===== config.mk =====
export PLATFORM = sky130hd
export DESIGN_NAME = lfs_status_top
export DESIGN_NICKNAME = d
export VERILOG_FILES = /design/src/rtl/lfs_pkg.sv /design/src/rtl/lfs_sync.sv /design/src/rtl/lfs_latch.sv /design/src/rtl/lfs_status_top.sv
export VERILOG_INCLUDE_DIRS = /design/src /design/src/rtl
export SDC_FILE = /design/constraint.sdc
export NUM_CORES = 1
export LEC_CHECK = 0
export BUFFER_PORTS_ARGS = -buffer_cell sky130_fd_sc_hd__buf_2
export CAP_MARGIN = 40
export CORE_MARGIN = 2
export CORE_UTILIZATION = 50
export CTS_CLUSTER_DIAMETER = 100
export CTS_CLUSTER_SIZE = 12
export DETAILED_ROUTE_END_ITERATION = 10
export PLACE_DENSITY_LB_ADDON = 0.15
export REMOVE_ABC_BUFFERS = 1
export SYNTH_ARGS = -nofsm -noshare
export SYNTH_HDL_FRONTEND = slang
export SYNTH_SLANG_ARGS = --single-unit

===== constraint.sdc =====
create_clock -name I_CLOCK -period 1.4 [get_ports I_CLOCK]
set_input_delay 0.07 -clock I_CLOCK [delete_from_list [all_inputs] [get_ports I_CLOCK]]
set_output_delay 0.07 -clock I_CLOCK [all_outputs]
set_load 0.005 [all_outputs]

===== src/rtl/lfs_map.svh =====
/*
 * Constants of the fault status block: APB offsets, field positions inside
 * the 288-bit fault status word, reset values and self-test codes.
 * Assumes it is included by bare name by every file that needs a number.
 */
`ifndef LFS_MAP_SVH
`define LFS_MAP_SVH

// Notes on behaviour
// RULE1 - Bits 287:280 hold the second open check of the blue channels, 1 is a fault.
// RULE2 - Bits 271:264 hold the second open check of the red channels, 1 is a fault.
// RULE3 - Bits 263:256 hold the first open check of the blue channels, 1 is a fault.
// RULE4 - Bits 247:240 hold the first open check of the red channels, 1 is a fault.
// RULE5 - Bits 239:232 hold the neighbour short results of the blue channels.
// RULE6 - Bits 231:224 hold unused pin neighbour shorts, lowest pin in bit 231.
// RULE7 - Bits 223:216 hold the neighbour short results of the red channels.
// RULE8 - Bits 213:211 read 3h when the neighbour short self-test passes, 6h on failure.
// RULE9 - Bits 208:206 read 3h when the open/short self-test passes, 6h on failure.
// RULE10 - Bits 191:184 hold the second short check of the blue channels.
// RULE11 - Bits 175:168 hold the second short check of the red channels.
// RULE12 - Bits 167:160 hold the first short check of the blue channels.
// RULE13 - Bits 151:144 hold the first short check of the red channels.
// RULE14 - Bits 215, 214, 210 and 209 flag thermal error, thermal warning, resistor short, open.
// RULE15 - Bits 205 and 204 echo the two negate-toggle values.
// RULE16 - All fields are read-only, zero after reset, and reserved bits read zero.

// --------------------------------------------------------------------
// APB offsets
// --------------------------------------------------------------------
`define LFS_OFS_STATUS_FIRST 8'h00
`define LFS_OFS_STATUS_LAST  8'h20
`define LFS_OFS_CTRL         8'h24

// --------------------------------------------------------------------
// Control fields
// --------------------------------------------------------------------
`define LFS_CTRL_HOLD_BIT  0
`define LFS_CTRL_CLEAR_BIT 1

// --------------------------------------------------------------------
// Low bit of each field of the fault status word
// --------------------------------------------------------------------
`define LFS_POS_BLUE_OPEN_TWO  280
`define LFS_POS_RED_OPEN_TWO   264
`define LFS_POS_BLUE_OPEN_ONE  256
`define LFS_POS_RED_OPEN_ONE   240
`define LFS_POS_BLUE_NSHORT    232
`define LFS_POS_UNUSED_NSHORT  224
`define LFS_POS_RED_NSHORT     216
`define LFS_POS_THERMAL_ERROR  215
`define LFS_POS_THERMAL_WARN   214
`define LFS_POS_NSHORT_CODE    211
`define LFS_POS_RREF_SHORT     210
`define LFS_POS_RREF_OPEN      209
`define LFS_POS_OS_CODE        206
`define LFS_POS_NEG_HIGH       205
`define LFS_POS_NEG_LOW        204
`define LFS_POS_BLUE_SHORT_TWO 184
`define LFS_POS_RED_SHORT_TWO  168
`define LFS_POS_BLUE_SHORT_ONE 160
`define LFS_POS_RED_SHORT_ONE  144

// --------------------------------------------------------------------
// Self-test codes and reset values
// --------------------------------------------------------------------
`define LFS_CODE_IDLE   3'h0
`define LFS_CODE_PASS   3'h3
`define LFS_CODE_FAIL   3'h6
`define LFS_RST_STATUS  288'h0
`define LFS_RST_RDATA   32'h0
`define LFS_RST_HOLD    1'h0

`endif


===== src/rtl/lfs_pkg.sv =====
/*
 * Types of the fault status block: the carriers of fault results and of
 * self-test results. Assumes nothing beyond a SystemVerilog compiler.
 */
package lfs_pkg;

    // Per-channel results, bit 7 is channel 7; for unused pins bit 7 is
    // the lowest-numbered pin.
    typedef struct packed {
        logic [7:0] blue_open_check_two;
        logic [7:0] red_open_check_two;
        logic [7:0] blue_open_check_one;
        logic [7:0] red_open_check_one;
        logic [7:0] blue_neighbour_short;
        logic [7:0] unused_pin_neighbour_short;
        logic [7:0] red_neighbour_short;
        logic [7:0] blue_short_check_two;
        logic [7:0] red_short_check_two;
        logic [7:0] blue_short_check_one;
        logic [7:0] red_short_check_one;
        logic       thermal_error_flag;
        logic       thermal_warning_flag;
        logic       ref_resistor_short_flag;
        logic       ref_resistor_open_flag;
    } lfs_fault_type;

    // Self-test outcomes as levels, and the negate-toggle values.
    typedef struct packed {
        logic nshort_done;
        logic nshort_fail;
        logic os_done;
        logic os_fail;
        logic negate_toggle_high;
        logic negate_toggle_low;
    } lfs_selftest_type;

endpackage


===== src/rtl/lfs_sync.sv =====
/*
 * Two-flop synchroniser of a vector of independent levels.
 * Assumes each bit is a slow level; a multi-bit value is not kept coherent.
 */
`timescale 1ns/1ns

module lfs_sync #(
    parameter int WIDTH = 1
) (
    input  wire logic             i_clock,
    input  wire logic             i_nrst,
    input  wire logic [WIDTH-1:0] i_d,
    output logic      [WIDTH-1:0] o_q
);

    logic [WIDTH-1:0] meta;

    // The first stage feeds only the second stage.
    always_ff @(posedge i_clock or negedge i_nrst) begin
        if (!i_nrst) begin
            meta <= '0;
            o_q  <= '0;
        end else begin
            meta <= i_d;
            o_q  <= meta;
        end
    end

endmodule


===== src/rtl/lfs_latch.sv =====
/*
 * Bank of fault flags that either follow their source or hold it sticky.
 * Assumes set and clear come from the same clock domain.
 */
`timescale 1ns/1ns

module lfs_latch #(
    parameter int WIDTH = 1
) (
    input  wire logic             i_clock,
    input  wire logic             i_nrst,
    input  wire logic             i_hold,
    input  wire logic             i_clear,
    input  wire logic [WIDTH-1:0] i_set,
    output logic      [WIDTH-1:0] o_flag
);

    // ----------------------------------------------------------------
    // One flag per bit
    // ----------------------------------------------------------------
    for (genvar g = 0; g < WIDTH; g++) begin : g_flag
        logic next_flag;

        // A fault in the clearing cycle survives the clear.
        assign next_flag = i_hold ? ((o_flag[g] & ~i_clear) | i_set[g]) : i_set[g];

        always_ff @(posedge i_clock or negedge i_nrst) begin
            if (!i_nrst) begin
                o_flag[g] <= 1'b0;
            end else begin
                o_flag[g] <= next_flag;
            end
        end
    end

endmodule


===== src/rtl/lfs_status_top.sv =====
/*
 * Fault status word of a 16-channel LED sink driver, read over APB as
 * nine words, plus one control word that picks live or sticky reporting.
 * Assumes the fault and self-test inputs are levels from detector logic
 * on other clocks; they are synchronised here before use.
 */
// The APB register port and the placing of the registers were chosen for this implementation.
`timescale 1ns/1ns
`include "lfs_map.svh"

module lfs_status_top (
    input  wire logic                       I_CLOCK,
    input  wire logic                       I_NRST,
    input  wire logic                       I_PSEL,
    input  wire logic                       I_PENABLE,
    input  wire logic                       I_PWRITE,
    input  wire logic [7:0]                 I_PADDR,
    input  wire logic [31:0]                I_PWDATA,
    input  wire logic [3:0]                 I_PSTRB,
    input  wire lfs_pkg::lfs_fault_type     I_FAULTS,
    input  wire lfs_pkg::lfs_selftest_type  I_SELFTEST,
    output logic      [31:0]                O_PRDATA,
    output logic                            O_PREADY,
    output logic                            O_PSLVERR
);

    // ----------------------------------------------------------------
    // Decoding helpers
    // ----------------------------------------------------------------

    // True for an aligned word of the fault status word.
    function automatic logic lfs_is_status(input logic [7:0] addr);
        return (addr[1:0] == 2'h0) && (addr <= `LFS_OFS_STATUS_LAST);
    endfunction

    // True for the control word.
    function automatic logic lfs_is_ctrl(input logic [7:0] addr);
        return addr == `LFS_OFS_CTRL;
    endfunction

    // Self-test code: idle until the test has run, then pass or fail.
    function automatic logic [2:0] lfs_code(input logic done, input logic fail);
        return !done ? `LFS_CODE_IDLE : (fail ? `LFS_CODE_FAIL : `LFS_CODE_PASS);
    endfunction

    // ----------------------------------------------------------------
    // Declarations
    // ----------------------------------------------------------------
    lfs_pkg::lfs_fault_type    live_faults;
    lfs_pkg::lfs_fault_type    held_faults;
    lfs_pkg::lfs_selftest_type live_test;
    logic [2:0]                nshort_code;
    logic [2:0]                os_code;
    logic [2:0]                next_nshort_code;
    logic [2:0]                next_os_code;
    logic [287:0]              status_word;
    logic [8:0][31:0]          status_words;
    logic [31:0]               ctrl_readback;
    logic [31:0]               read_word;
    logic                      ctrl_hold;
    logic                      clear_pulse;
    logic                      next_ctrl_hold;
    logic                      next_clear_pulse;
    logic                      access;
    logic                      take;
    logic                      ctrl_wr;
    logic                      bad_access;
    logic                      pready;
    logic                      pslverr;
    logic [31:0]               prdata;
    logic                      next_pready;
    logic                      next_pslverr;
    logic [31:0]               next_prdata;

    // ----------------------------------------------------------------
    // Input synchronisers
    // ----------------------------------------------------------------

    // Detector results change on their own clocks, so each level is
    // brought in through two flops before anything looks at it.
    lfs_sync #(
        .WIDTH ($bits(lfs_pkg::lfs_fault_type))
    ) u_sync_faults (
        .i_clock (I_CLOCK),
        .i_nrst  (I_NRST),
        .i_d     (I_FAULTS),
        .o_q     (live_faults)
    );

    lfs_sync #(
        .WIDTH ($bits(lfs_pkg::lfs_selftest_type))
    ) u_sync_test (
        .i_clock (I_CLOCK),
        .i_nrst  (I_NRST),
        .i_d     (I_SELFTEST),
        .o_q     (live_test)
    );

    // ----------------------------------------------------------------
    // Fault flags
    // ----------------------------------------------------------------

    // In hold mode a short glitch of a detector stays visible until
    // software clears it; otherwise the word tracks the detectors.
    lfs_latch #(
        .WIDTH ($bits(lfs_pkg::lfs_fault_type))
    ) u_latch (
        .i_clock (I_CLOCK),
        .i_nrst  (I_NRST),
        .i_hold  (ctrl_hold),
        .i_clear (clear_pulse),
        .i_set   (live_faults),
        .o_flag  (held_faults)
    );

    // ----------------------------------------------------------------
    // Self-test codes
    // ----------------------------------------------------------------
    assign next_nshort_code = lfs_code(live_test.nshort_done, live_test.nshort_fail); // RULE8
    assign next_os_code     = lfs_code(live_test.os_done, live_test.os_fail); // RULE9

    // Codes are registered so that a read never sees a half-changed field.
    always_ff @(posedge I_CLOCK or negedge I_NRST) begin
        if (!I_NRST) begin
            nshort_code <= `LFS_CODE_IDLE;
            os_code     <= `LFS_CODE_IDLE;
        end else begin
            nshort_code <= next_nshort_code;
            os_code     <= next_os_code;
        end
    end

    // ----------------------------------------------------------------
    // Fault status word
    // ----------------------------------------------------------------

    // Every bit not written below stays zero, which keeps reserved ranges clear.
    always_comb begin
        status_word = `LFS_RST_STATUS; // RULE16
        status_word[`LFS_POS_BLUE_OPEN_TWO +: 8]  = held_faults.blue_open_check_two; // RULE1
        status_word[`LFS_POS_RED_OPEN_TWO +: 8]   = held_faults.red_open_check_two; // RULE2
        status_word[`LFS_POS_BLUE_OPEN_ONE +: 8]  = held_faults.blue_open_check_one; // RULE3
        status_word[`LFS_POS_RED_OPEN_ONE +: 8]   = held_faults.red_open_check_one; // RULE4
        status_word[`LFS_POS_BLUE_NSHORT +: 8]    = held_faults.blue_neighbour_short; // RULE5
        status_word[`LFS_POS_UNUSED_NSHORT +: 8]  =
            held_faults.unused_pin_neighbour_short; // RULE6
        status_word[`LFS_POS_RED_NSHORT +: 8]     = held_faults.red_neighbour_short; // RULE7
        status_word[`LFS_POS_THERMAL_ERROR]       = held_faults.thermal_error_flag; // RULE14
        status_word[`LFS_POS_THERMAL_WARN]        = held_faults.thermal_warning_flag; // RULE14
        status_word[`LFS_POS_NSHORT_CODE +: 3]    = nshort_code; // RULE8
        status_word[`LFS_POS_RREF_SHORT]          = held_faults.ref_resistor_short_flag; // RULE14
        status_word[`LFS_POS_RREF_OPEN]           = held_faults.ref_resistor_open_flag; // RULE14
        status_word[`LFS_POS_OS_CODE +: 3]        = os_code; // RULE9
        status_word[`LFS_POS_NEG_HIGH]            = live_test.negate_toggle_high; // RULE15
        status_word[`LFS_POS_NEG_LOW]             = live_test.negate_toggle_low; // RULE15
        status_word[`LFS_POS_BLUE_SHORT_TWO +: 8] = held_faults.blue_short_check_two; // RULE10
        status_word[`LFS_POS_RED_SHORT_TWO +: 8]  = held_faults.red_short_check_two; // RULE11
        status_word[`LFS_POS_BLUE_SHORT_ONE +: 8] = held_faults.blue_short_check_one; // RULE12
        status_word[`LFS_POS_RED_SHORT_ONE +: 8]  = held_faults.red_short_check_one; // RULE13
    end

    // Word n of the bus carries bits 32n+31 down to 32n.
    assign status_words = status_word;

    // Only the hold bit reads back; the clear bit is a strobe and reads zero.
    always_comb begin
        ctrl_readback = `LFS_RST_RDATA;
        ctrl_readback[`LFS_CTRL_HOLD_BIT] = ctrl_hold;
    end

    // ----------------------------------------------------------------
    // APB decode
    // ----------------------------------------------------------------
    assign access     = I_PSEL & I_PENABLE;
    assign take       = access & ~pready;
    assign read_word  = lfs_is_status(I_PADDR) ? status_words[I_PADDR[5:2]] :
                        lfs_is_ctrl(I_PADDR)   ? ctrl_readback : `LFS_RST_RDATA;
    // The status word is read-only, so a write to it is answered with an error.
    assign bad_access = ~lfs_is_ctrl(I_PADDR) &
                        ~(lfs_is_status(I_PADDR) & ~I_PWRITE); // RULE16
    // A write lands at the edge where the master sees the ready answer.
    assign ctrl_wr    = access & pready & I_PWRITE & I_PSTRB[0] & lfs_is_ctrl(I_PADDR);

    assign next_pready  = take;
    assign next_pslverr = take & bad_access;
    assign next_prdata  = (take & ~I_PWRITE) ? read_word : `LFS_RST_RDATA;

    // ----------------------------------------------------------------
    // APB answer registers
    // ----------------------------------------------------------------

    // One wait state keeps the read mux off the output path.
    always_ff @(posedge I_CLOCK or negedge I_NRST) begin
        if (!I_NRST) begin
            pready  <= 1'b0;
            pslverr <= 1'b0;
            prdata  <= `LFS_RST_RDATA;
        end else begin
            pready  <= next_pready;
            pslverr <= next_pslverr;
            prdata  <= next_prdata;
        end
    end

    assign O_PREADY  = pready;
    assign O_PSLVERR = pslverr;
    assign O_PRDATA  = prdata;

    // ----------------------------------------------------------------
    // Control register
    // ----------------------------------------------------------------
    assign next_ctrl_hold   = ctrl_wr ? I_PWDATA[`LFS_CTRL_HOLD_BIT] : ctrl_hold;
    assign next_clear_pulse = ctrl_wr & I_PWDATA[`LFS_CTRL_CLEAR_BIT];

    always_ff @(posedge I_CLOCK or negedge I_NRST) begin
        if (!I_NRST) begin
            ctrl_hold   <= `LFS_RST_HOLD;
            clear_pulse <= 1'b0;
        end else begin
            ctrl_hold   <= next_ctrl_hold;
            clear_pulse <= next_clear_pulse;
        end
    end
endmodule


* After elaboration in Yosys (flattened, before gate mapping) *
Cells that the tools add are included.
W data, S select, Z words.

operators by class
  $lt $le $gt $ge = 2
  equal/unequal tests = 1
  multiplexer cells = 101
  bitwise gates (word level) = 200
  reductions and logical operators = 2

operators by type and width
  cell                  number
  $bmux W32 S4          1
  $and A1 B1 Y1         103
  $mux W32              3
  $mux W1               93
  $or A1 B1 Y1          92
  $mux W3               4
  $eq A8 B6 Y1 const B  1
  $le A8 B6 Y1 const B  1
  $lt A4 B5 Y1 const B  1
  $not A1 Y1            5
  $logic_not A2 Y1      1
  $logic_and A1 B1 Y1   1

storage, ports and cells
  flip-flop bits (word level) = 330
  input port bits = 147
  output and inout port bits = 34
  word-level logic and storage cells = 409

* Depth between registers and ports, before layout *
Gate-level depths: netlist of the first run.

  depth in word-level cells = 6
  gate-level depth with buffers = 6
  mapped depth without buffers = 3

* Modules after synthesis *
A second synthesis of the first run with hierarchy kept.

unflattened totals
  cell total of the unflattened synthesis = 597
  area, all modules = 10216.0 um2

modules (own cells, without submodules)
  module                    times used  cells each  area an instance (um2)  seq. area each (um2)
  lfs_sync (u_sync_faults)  1           184         4604.4                  4604.4
  lfs_latch                 1           195         3151.8                  2302.2
  lfs_status_top            1           206         2159.6                  1051.0
  lfs_sync (u_sync_test)    1           12          300.3                   300.3

* Worst setup path before layout of the first run *
No wires, ideal clock.

  path kind = flip-flop to flip-flop
  start point = reg pready (netlist: O_PREADY)
  end point = reg prdata[10] (netlist: O_PRDATA[10])
  library setup time = 72 ps
  arrival time = 1165 ps
  required time = 1328 ps
  setup slack = 162 ps
  cell stages (with the launch flop) = 5
  path buffers = 1
  clock period less this slack = 1238 ps
  cells stage by stage = dfrtp_1 > and4bb_2 > nand3_2 > buf_6 > nor2_1

on the way
  longest elaborated chain between the ends = 4

ends and longest elaborated chain
  item                       line                   text
  start: declaration         lfs_status_top.sv:68   logic pready;
  start signal: assignment   lfs_status_top.sv:199  pready <= next_pready;
  $not A1 Y1                 lfs_status_top.sv:175  assign take = access & ~pready;
  $and A1 B1 Y1              lfs_status_top.sv:175
  $and A1 B1 Y1              lfs_status_top.sv:186  assign next_prdata = (take & ~I_PWRITE) ? read_word : `LFS_RST_RDATA;
  $mux W32 (no source line)  n/a
  net next_prdata[10]        lfs_status_top.sv:73   logic [31:0] next_prdata;
  end signal: assignment     lfs_status_top.sv:197  prdata <= `LFS_RST_RDATA;
  end signal: assignment     lfs_status_top.sv:201  prdata <= next_prdata;
  end: declaration           lfs_status_top.sv:70   logic [31:0] prdata;

The timed path passes the listed nets, and every way through them passes these cells.
A chain may end at the register's enable or synchronous reset.

* Final worst setup path of the first run *
  start point = reg pready (netlist: O_PREADY)
  end point = reg prdata[15] (netlist: O_PRDATA[15])

Same word-level chain as after synthesis.

==> results of run 1 <==
cell families (layout without fill, tap and decap cells):
group	Yosys count	count (layout)	share of synthesized area (%)
AOI/OAI and AO/OA	138	138	9.62
and+or+nand+nor	83	83	5.14
DFF	330	330	81.1
muxes	25	25	2.67
buffers and inverters	28	314	1.46
how the worst max path moves through the flow:
stage / cells past startpoint / endpoint / start
2_1_floorplan: 2 / u_latch.o_flag[0] / ctrl_hold
3_3_place_gp: 5 / O_PRDATA[15] / I_PADDR[3]
3_5_place_dp: 3 / O_PRDATA[12] / O_PREADY
4_1_cts: 3 / O_PRDATA[12] / O_PREADY
5_1_grt: 3 / O_PRDATA[12] / O_PREADY
6_report: 3 / O_PRDATA[15] / O_PREADY
where the power goes:
group | total [mW] | switching (mW) | internal (mW)
Combinational | 1.01 | 0.461 | 0.550
Clock | 6.95 | 3.09 | 3.86
Sequential | 10.1 | 0.160 | 9.98
Total | 18.1 | 3.71 | 14.4
state kept, by name, summed over array words and instances, names as in the netlist, 3 cells and up:
signal and count:
u_latch.o_flag 92, u_sync_faults.meta 92, O_PRDATA 32, u_sync_test.o_q 6, u_sync_faults.o_q 92, u_sync_test.meta 6, os_code 3, nshort_code 3
per-layer routing:
metal  vias to the layer above  wire length (um)
met3                        27               950
met5                         -                 0
li1                       2611                 -
met1                      2897              8240
met2                       145              9650
met4                         0               334
layout make-up:
type                    instances  area, um2  share of cell area (%)
clock buffers                  31        776                    5.83
clock inverters                 1       8.76                  0.0658
inverters                       1       3.75                  0.0282
multi-input cells             246       1790                    13.5
flip-flops and latches        330       8260                    62.1
well taps                     270        338                    2.54
repair buffers                281       2130                    16.0
metrics by stage:
step | hold WS [ns] | utilization, % | cells
CTS | 0.00391 | 66.1 | 1159
finish | 0.0105 | 66.2 | 1160
global placement | -0.0280 | 56.7 | 1017
global route | 0.0165 | 66.2 | 1160
detailed placement | -0.0259 | 56.7 | 1017
floorplan | -0.226 | - | 577
layout by cell type, fill, tap and decap left out, types with 11 or more instances in the layout:
master         Yosys  final
dlygate4sd3_1      0    110
a22oi_1           11     11
and2_1            11     11
o21ai_0           17     17
clkbuf_16          0     31
mux2_2            17     17
and3b_1           17     17
a21o_1            92     92
nand2_1           13     13
buf_2             14    146
buf_4              3     16
dfrtp_1          330    330
nor2_1            13     13
worst max-delay path, stage by stage (launching register included):
cell	delay (ns)
dfrtp_1	0.40
and4bb_2	0.35
o211ai_1	0.24
nor3_1	0.22
what timing repair did:
action | in CTS | in global routing
endpoints found under the setup margin | 0 | 11
setup buffers | 0 | 1
hold buffers | 110 | 0
resized for setup | 0 | 2
endpoints found under the hold margin | 437 | 0
==> flow_metrics.tcl, run 1 <==
set metrics [dict create \
    rr_endpoint "O_PRDATA[15]" \
    grt.met3_usage_pct 3.35 \
    placed_cell_area_mm2 0.0114 \
    max_slew.worst_pin.slew_ns 0.555 \
    fill_cells 1437 \
    post-place-ws_ns 0.0570 \
    vias_per_cell 4.90 \
    post-synth-top-count-cell "dfrtp_1" \
    yosysWarnings 0 \
    r2r_start "O_PREADY" \
    slew_headroom_pct 62.8 \
    fp.coreArea_mm2 0.0201 \
    insertion_delay_ns 0.54 \
    tns_ns 0 \
    drtIter0Drc 296 \
    use_met2_pct 30.9 \
    cp.required_ns 1.85 \
    antenna_found_initial 0 \
    cp-start-kind "register" \
    end_kind "register" \
    netlist_area_mm2 0.0102 \
    dp.final_hpwl_um 11500 \
    cts_buffers 31 \
    syn_avg_cell_area_um2 16.9 \
    synth_top_area_share_pct 81.1 \
    clockBufferDepth 3 \
    gr-usage-met1_pct 24.9 \
    busiest_layer "met2" \
    ant_nets 0 \
    ys_seq_elements 330 \
    setup_viol 0 \
    die_w_um 147 \
    p_leak_nw 6.67 \
    wl_per_cell_um 16.5 \
    max_freq_ghz 0.761 \
    clk_pin_slew_ns 0.06 \
    netlist_top_cells_area "dfrtp_1 81%, a21o_1 6.8%, mux2_2 1.9%" \
    hp-class "in2async" \
    die_area_mm2 0.0215 \
    portBuffers 147 \
    slew_violations 0 \
    synth_cell_types 33 \
    start_util_pct 50.6 \
    min_period_ns 1.31 \
    total_power_mw 18.1 \
    outcome "finished, final reports clean" \
    place.gp.congestion 0.766 \
    synth_ff_type "dfrtp_1" \
    synth_edf_count 0 \
    die_h_um 147 \
    htreeDepth 1 \
    cts-root-buf "clkbuf_16" \
    drv_cap 0 \
    grt_first_pass_wirelength_um 31300 \
    hold_viol_final 0 \
    syn_to_final_growth_pct 30.7 \
    final_nets 1038 \
    fp-row-count 52 \
    post-route-period-util_pct 93.8 \
    drc 0 \
    io_pins 181 \
    syn_inst 604 \
    routed_wirelength_um 19200 \
    worstPathArrival_ns 1.76 \
    grt_pass1_vias 6189 \
    cts_sinks 330 \
    drive_gt1_share_pct 25.7 \
    yosys-top-cells-count "330 x dfrtp_1, 92 x a21o_1, 17 x and3b_1, 17 x mux2_2, 17 x o21ai_0" \
    final_area_mm2 0.0133 \
    path_class "reg2reg" \
    gr-total-overflow 0 \
    grt_usage_pct 18.4 \
    fin_ws_ns 0.0863 \
    cts_tree "done" \
    clock_skew_ns 0.00914 \
    worstRegToRegCells 3 \
    num_vias 5680 \
    grt_max_degree 66 \
    rrSetupSlack_ns 0.09 \
    synth_top_cell_by_area "dfrtp_1" \
    diodes 0 \
    vdd_drop_max_mv 0.896 \
    firstDrtPassIters 5 \
    async_flop_share_pct 100 \
    ys_seq_area_share_pct 81.1 \
    p_per_area_mw_per_mm2 1360 \
    cp_max_fo 4 \
]
Power figures use the tool's default switching activity.
==> run 2: changes to the inputs <==
--- a/config.mk
+++ b/config.mk
@@ -8,8 +8,10 @@
 export LEC_CHECK = 0
 export BUFFER_PORTS_ARGS = -buffer_cell sky130_fd_sc_hd__buf_2
 export CAP_MARGIN = 40
+export CELL_PAD_IN_SITES_DETAIL_PLACEMENT = 2
+export CELL_PAD_IN_SITES_GLOBAL_PLACEMENT = 2
 export CORE_MARGIN = 2
-export CORE_UTILIZATION = 50
+export CORE_UTILIZATION = 39
 export CTS_CLUSTER_DIAMETER = 100
 export CTS_CLUSTER_SIZE = 12
 export DETAILED_ROUTE_END_ITERATION = 10
==> run 2 against run 1 <==
Effect of this change:
- sequential power about the same
- total power up 1.1%
- combinational power up 7%
- core utilization down 14 points
- via count up 4.4%
- critical path depth up 1
- routed wire length up 32%
- die area up 27%
- register-to-register slack worse by 0.03 ns
- final area up 1.2%
- largest cell class unchanged
- highest routed layer is now met5
==> flow_metrics.tcl, run 2 (synthesis results as in run 1) <==
set metrics [dict create \
    die_w_um 166 \
    antenna_found_initial 1 \
    insertion_delay_ns 0.55 \
    outcome "finished, final reports clean" \
    wl_met3_um 928 \
    setup_viol 0 \
    start_util_pct 39.4 \
    vias_per_cell 4.82 \
    drtIter0Drc 323 \
    power_frac_seq_pct 55.6 \
    syn_to_final_growth_pct 32.3 \
    hold_viol_final 0 \
    max_stage_delay_ns 0.41 \
    slew_violations 0 \
    cts_tree "done" \
    cp_max_fo 9 \
    grt_usage_pct 19.0 \
    routed_wirelength_um 25300 \
    cp.required_ns 1.85 \
    clockBufferDepth 3 \
    drv_cap 0 \
    power_switching_mw 3.88 \
    dp.final_hpwl_um 14600 \
    grt_pass1_vias 6978 \
    worstPathArrival_ns 1.80 \
    clock_skew_ns 0.0131 \
    hp-class "in2reg" \
    worstHoldStart "I_PENABLE" \
    post-place-ws_ns -0.0758 \
    die_h_um 166 \
    gr-total-overflow 0 \
    critPathSlowestCell "dfrtp_1" \
    max_slew.worst_pin.slew_ns 0.575 \
    p_per_area_mw_per_mm2 1360 \
    die_area_mm2 0.0274 \
    placed_cell_area_mm2 0.0115 \
    cp-start-kind "register" \
    fp-row-count 59 \
    ant_nets 0 \
    fin_ws_ns 0.0568 \
    layout_common_cells "330 x dfrtp_1, 146 x buf_2, 115 x dlygate4sd3_1" \
    cts_buffers 31 \
    p_comb_share_pct 5.9 \
    holdWs_ns 0.111 \
    rsz0062_at_grt "true" \
    finish.utilization_pct 52.1 \
    final_nets 1044 \
    diodes 0 \
    reg_top3 "u_latch.o_flag: 92 flops, u_sync_faults.meta: 92 flops, u_sync_faults.o_q: 92 flops" \
    firstDrtPassIters 4 \
    switching_share_pct 21.2 \
    wl_per_cell_um 20.5 \
    grt_max_degree 68 \
    power.internal_mw 14.4 \
    clkPwrFrac_pct 38.5 \
    vdd_drop_max_mv 0.878 \
    clk_pin_slew_ns 0.07 \
    r2r_start "O_PREADY" \
    cts_sinks 330 \
    fill_cells 2388 \
    route.layer.met1.wl_um 9840 \
    portBuffers 147 \
    slew_headroom_pct 61.5 \
    num_vias 5929 \
    wl_met2_um 13900 \
    end_kind "register" \
    p_leak_nw 6.69 \
    max_freq_ghz 0.744 \
    post-route-period-util_pct 95.9 \
    min_period_ns 1.34 \
    path_class "reg2reg" \
    io_pins 181 \
    final_area_mm2 0.0135 \
    critPathBufInv 1 \
    path_delay_family "simple AND/OR/NAND/NOR gates" \
    critPathLaunch "O_PREADY" \
    htreeDepth 1 \
    fp.coreArea_mm2 0.0258 \
    worstPathCellList "and4bb_2, nand3_2, buf_4, a21oi_1" \
    drive_gt1_share_pct 25.8 \
    highest_layer "met5" \
    final_common_cell "dfrtp_1" \
    grt_first_pass_wirelength_um 39200 \
    place.gp.congestion 0.758 \
    cts-root-buf "clkbuf_16" \
    drc 0 \
]
-- run 2: cell types whose count changed in the layout (fill, tap and decap cells not counted), sizes merged --
cell | before | now
buf | 171 | 172
dlygate4sd3 | 110 | 115
-- run 2: layout make-up --
| type | count | area [um2] | share of cell area (%) |
|---|---|---|---|
| clock inverter | 1 | 8.76 | 0.0650 |
| sequential | 330 | 8260 | 61.3 |
| tap | 335 | 419 | 3.11 |
| multi-input combinational | 246 | 1800 | 13.4 |
| timing repair buffer | 287 | 2200 | 16.3 |
| inverter | 1 | 3.75 | 0.0279 |
| clock buffer | 31 | 776 | 5.76 |
-- run 2: through the flow --
| step | std cells | setup TNS (ns) | total power [mW] |
|---|---|---|---|
| 2_1_floorplan | 577 | -210.82 | 10.5 |
| 3_3_place_gp | 1082 | 0 | 11.1 |
| 3_5_place_dp | 1082 | -0.131 | 11.2 |
| 4_1_cts | 1228 | 0 | 18.5 |
| 5_1_grt | 1231 | -0.00289 | 19.1 |
| 6_report | 1231 | 0 | 18.3 |
-- run 2: worst min-delay path, stage by stage --
cell and delay (ns):
buf_2 0.12, and4bb_2 0.27, nand2_1 0.08, a221oi_1 0.06
-- run 2: worst paths after layout --
kind	slack (ns)	to	cells after the start
setup / recovery	0.06	O_PRDATA[30]	4
hold / removal	0.11	O_PRDATA[0]	4
setup reg to reg	0.06	O_PRDATA[30]	4
hold reg to reg	0.34	u_sync_faults.o_q[65]	0
max in group asynchronous	0.21	u_latch.o_flag[39]	3
min in group asynchronous	0.18	u_sync_faults.o_q[34]	3
-- run 2: power groups by stage --
stage,combinational [mW],clock (mW),sequential [mW]
final,1.08,7.05,10.2
after global routing,1.20,7.68,10.2
after CTS,1.08,7.29,10.2
after detailed placement,0.818,0,10.3
after global placement,0.769,0,10.3
after floorplan,0.242,0,10.3
-- run 2: metal layers --
| metal | vias up | global-route usage, % |
|---|---|---|
| met2 | 117 | 35.6 |
| met1 | 3145 | 22.4 |
| li1 | 2624 | - |
| met4 | 2 | 5.09 |
| met5 | - | 0 |
| met3 | 41 | 3.20 |
-- run 2: repair_timing --
| action | in CTS | in global routing |
|---|---|---|
| hold buffers | 113 | 2 |
| buffers inserted | 1 | 1 |
| pin swaps | 1 | 1 |
| endpoints found under the setup margin | 4 | 15 |
| hold endpoints to repair | 434 | 11 |
| gates resized for setup | 0 | 4 |
==> run 3: changes to the inputs <==
--- a/config.mk
+++ b/config.mk
@@ -15,7 +15,7 @@
 export CTS_CLUSTER_DIAMETER = 100
 export CTS_CLUSTER_SIZE = 12
 export DETAILED_ROUTE_END_ITERATION = 10
-export PLACE_DENSITY_LB_ADDON = 0.15
+export PLACE_DENSITY = 0.8
 export REMOVE_ABC_BUFFERS = 1
 export SYNTH_ARGS = -nofsm -noshare
 export SYNTH_HDL_FRONTEND = slang
==> run 3 against run 2 <==
Effect of this change:
- final cell count decreased by 0.49%
- hold slack got worse by 0.070 ns
- total power rose by 0.38%
- count of clock-buffer cells in the layout unchanged
==> flow_metrics.tcl, run 3 (synthesis results as in run 1) <==
set metrics [dict create \
    gr-total-overflow 0 \
    max_stage_delay_ns 0.43 \
    rrSetupSlack_ns 0.03 \
    vdd_drop_max_mv 0.803 \
    firstDrtPassIters 4 \
    hold_viol_final 0 \
    worstPathCellList "and4bb_4, and3_2, and2_1" \
    min_period_ns 1.37 \
    vias_per_cell 4.84 \
    die_h_um 166 \
    cts-root-buf "clkbuf_16" \
    routed_wirelength_um 26600 \
    dp.final_hpwl_um 15200 \
    place.gp.congestion 0.769 \
    path_class "reg2reg" \
    portBuffers 147 \
    clk_pin_slew_ns 0.06 \
    finish.utilization_pct 51.7 \
    max_slew.worst_pin.slew_ns 0.500 \
    ant_nets 0 \
    clock_skew_ns 0.0118 \
    worstPathArrival_ns 1.84 \
    diodes 0 \
    critPathBufInv 0 \
    slew_headroom_pct 66.5 \
    cts_buffers 31 \
    end_kind "register" \
    post_cts_buffers 0 \
    antenna_found_initial 0 \
    die_w_um 166 \
    fp.coreArea_mm2 0.0258 \
    critPathSlowestCell "dfrtp_1" \
    num_vias 5927 \
    max_freq_ghz 0.730 \
    drive_gt1_share_pct 25.7 \
    rsz0062_at_grt "true" \
    start_util_pct 39.4 \
    fp-row-count 59 \
    clockBufferDepth 3 \
    syn_to_final_growth_pct 31.2 \
    p_per_area_mw_per_mm2 1380 \
    htreeDepth 1 \
    cts_tree "done" \
    grt_max_degree 72 \
    layout_common_cells "330 x dfrtp_1, 146 x buf_2, 109 x dlygate4sd3_1" \
    outcome "finished, final reports clean" \
    worstRegToRegCells 3 \
    wl_per_cell_um 21.7 \
    holdWs_ns 0.0412 \
    die_area_mm2 0.0274 \
    post-route-period-util_pct 97.8 \
    path_delay_family "simple AND/OR/NAND/NOR gates" \
    p_leak_nw 6.66 \
    grt_first_pass_wirelength_um 41200 \
    cp-start-kind "register" \
    final_common_cell "dfrtp_1" \
    grt_pass1_vias 7204 \
    io_pins 181 \
    drv_cap 0 \
    cts_sinks 330 \
    cp_max_fo 8 \
    insertion_delay_ns 0.54 \
    setup_viol 0 \
    r2r_start "O_PREADY" \
    grt_usage_pct 20.3 \
    reg_top3 "u_latch.o_flag: 92 flops, u_sync_faults.meta: 92 flops, u_sync_faults.o_q: 92 flops" \
    rr_endpoint "O_PRDATA[23]" \
    final_nets 1038 \
    hp-class "in2async" \
    drc 0 \
    slew_violations 0 \
    drtIter0Drc 256 \
    cp.required_ns 1.87 \
]
-- run 3: stage by stage --
step / std cells / TNS [ns] / worst slack (ns) / area [um2] / total power [mW]
2_1_floorplan: 577 / -210.82 / -2.29 / 10000 / 10.5
3_3_place_gp: 1084 / 0 / 0.0325 / 11500 / 11.0
3_5_place_dp: 1084 / -0.00190 / -0.00190 / 11500 / 11.2
4_1_cts: 1225 / 0 / 0.0195 / 13400 / 18.5
5_1_grt: 1225 / -0.114 / -0.0431 / 13400 / 19.1
6_report: 1225 / 0 / 0.0302 / 13400 / 18.4
-- run 3: area by class of cell --
cell class	instances	area [um2]
fill	2350	12500
sequential	330	8260
timing repair buffer	281	2100
multi-input combinational	246	1790
clock buffer	31	776
tap	335	419
clock inverter	1	8.76
inverter	1	3.75
-- run 3: power by group --
part	internal, mW	switching (mW)
clock	3.87	3.25
sequential	9.98	0.202
combinational	0.547	0.514
total	14.4	3.97
-- run 3: worst max-delay path by stage --
stage                     from                 to  slack (ns)  cells after the start
floorplan            ctrl_hold  u_latch.o_flag[0]       -2.29                      2
global placement    I_PADDR[3]       O_PRDATA[13]        0.03                      5
detailed placement    O_PREADY       O_PRDATA[12]      -0.002                      3
CTS                   O_PREADY       O_PRDATA[15]        0.02                      3
global route          O_PREADY       O_PRDATA[14]       -0.04                      3
finish                O_PREADY       O_PRDATA[23]        0.03                      3
-- run 3: routing by layer --
metal	GRT usage (%)	part of all wire, %	vias to the layer above
li1	-	-	2613
met1	23.5	39	3130
met2	38.9	56	148
met3	3.15	4.0	36
met4	5.21	1.8	0
met5	0	0	-
-- run 3: timing repair --
action	4_1_cts	5_1_grt
hold buffers	109	0
pin swaps	0	6
gates resized for setup	1	1
setup endpoints to repair	1	20
endpoints found under the hold margin	434	0
cloned	0	0
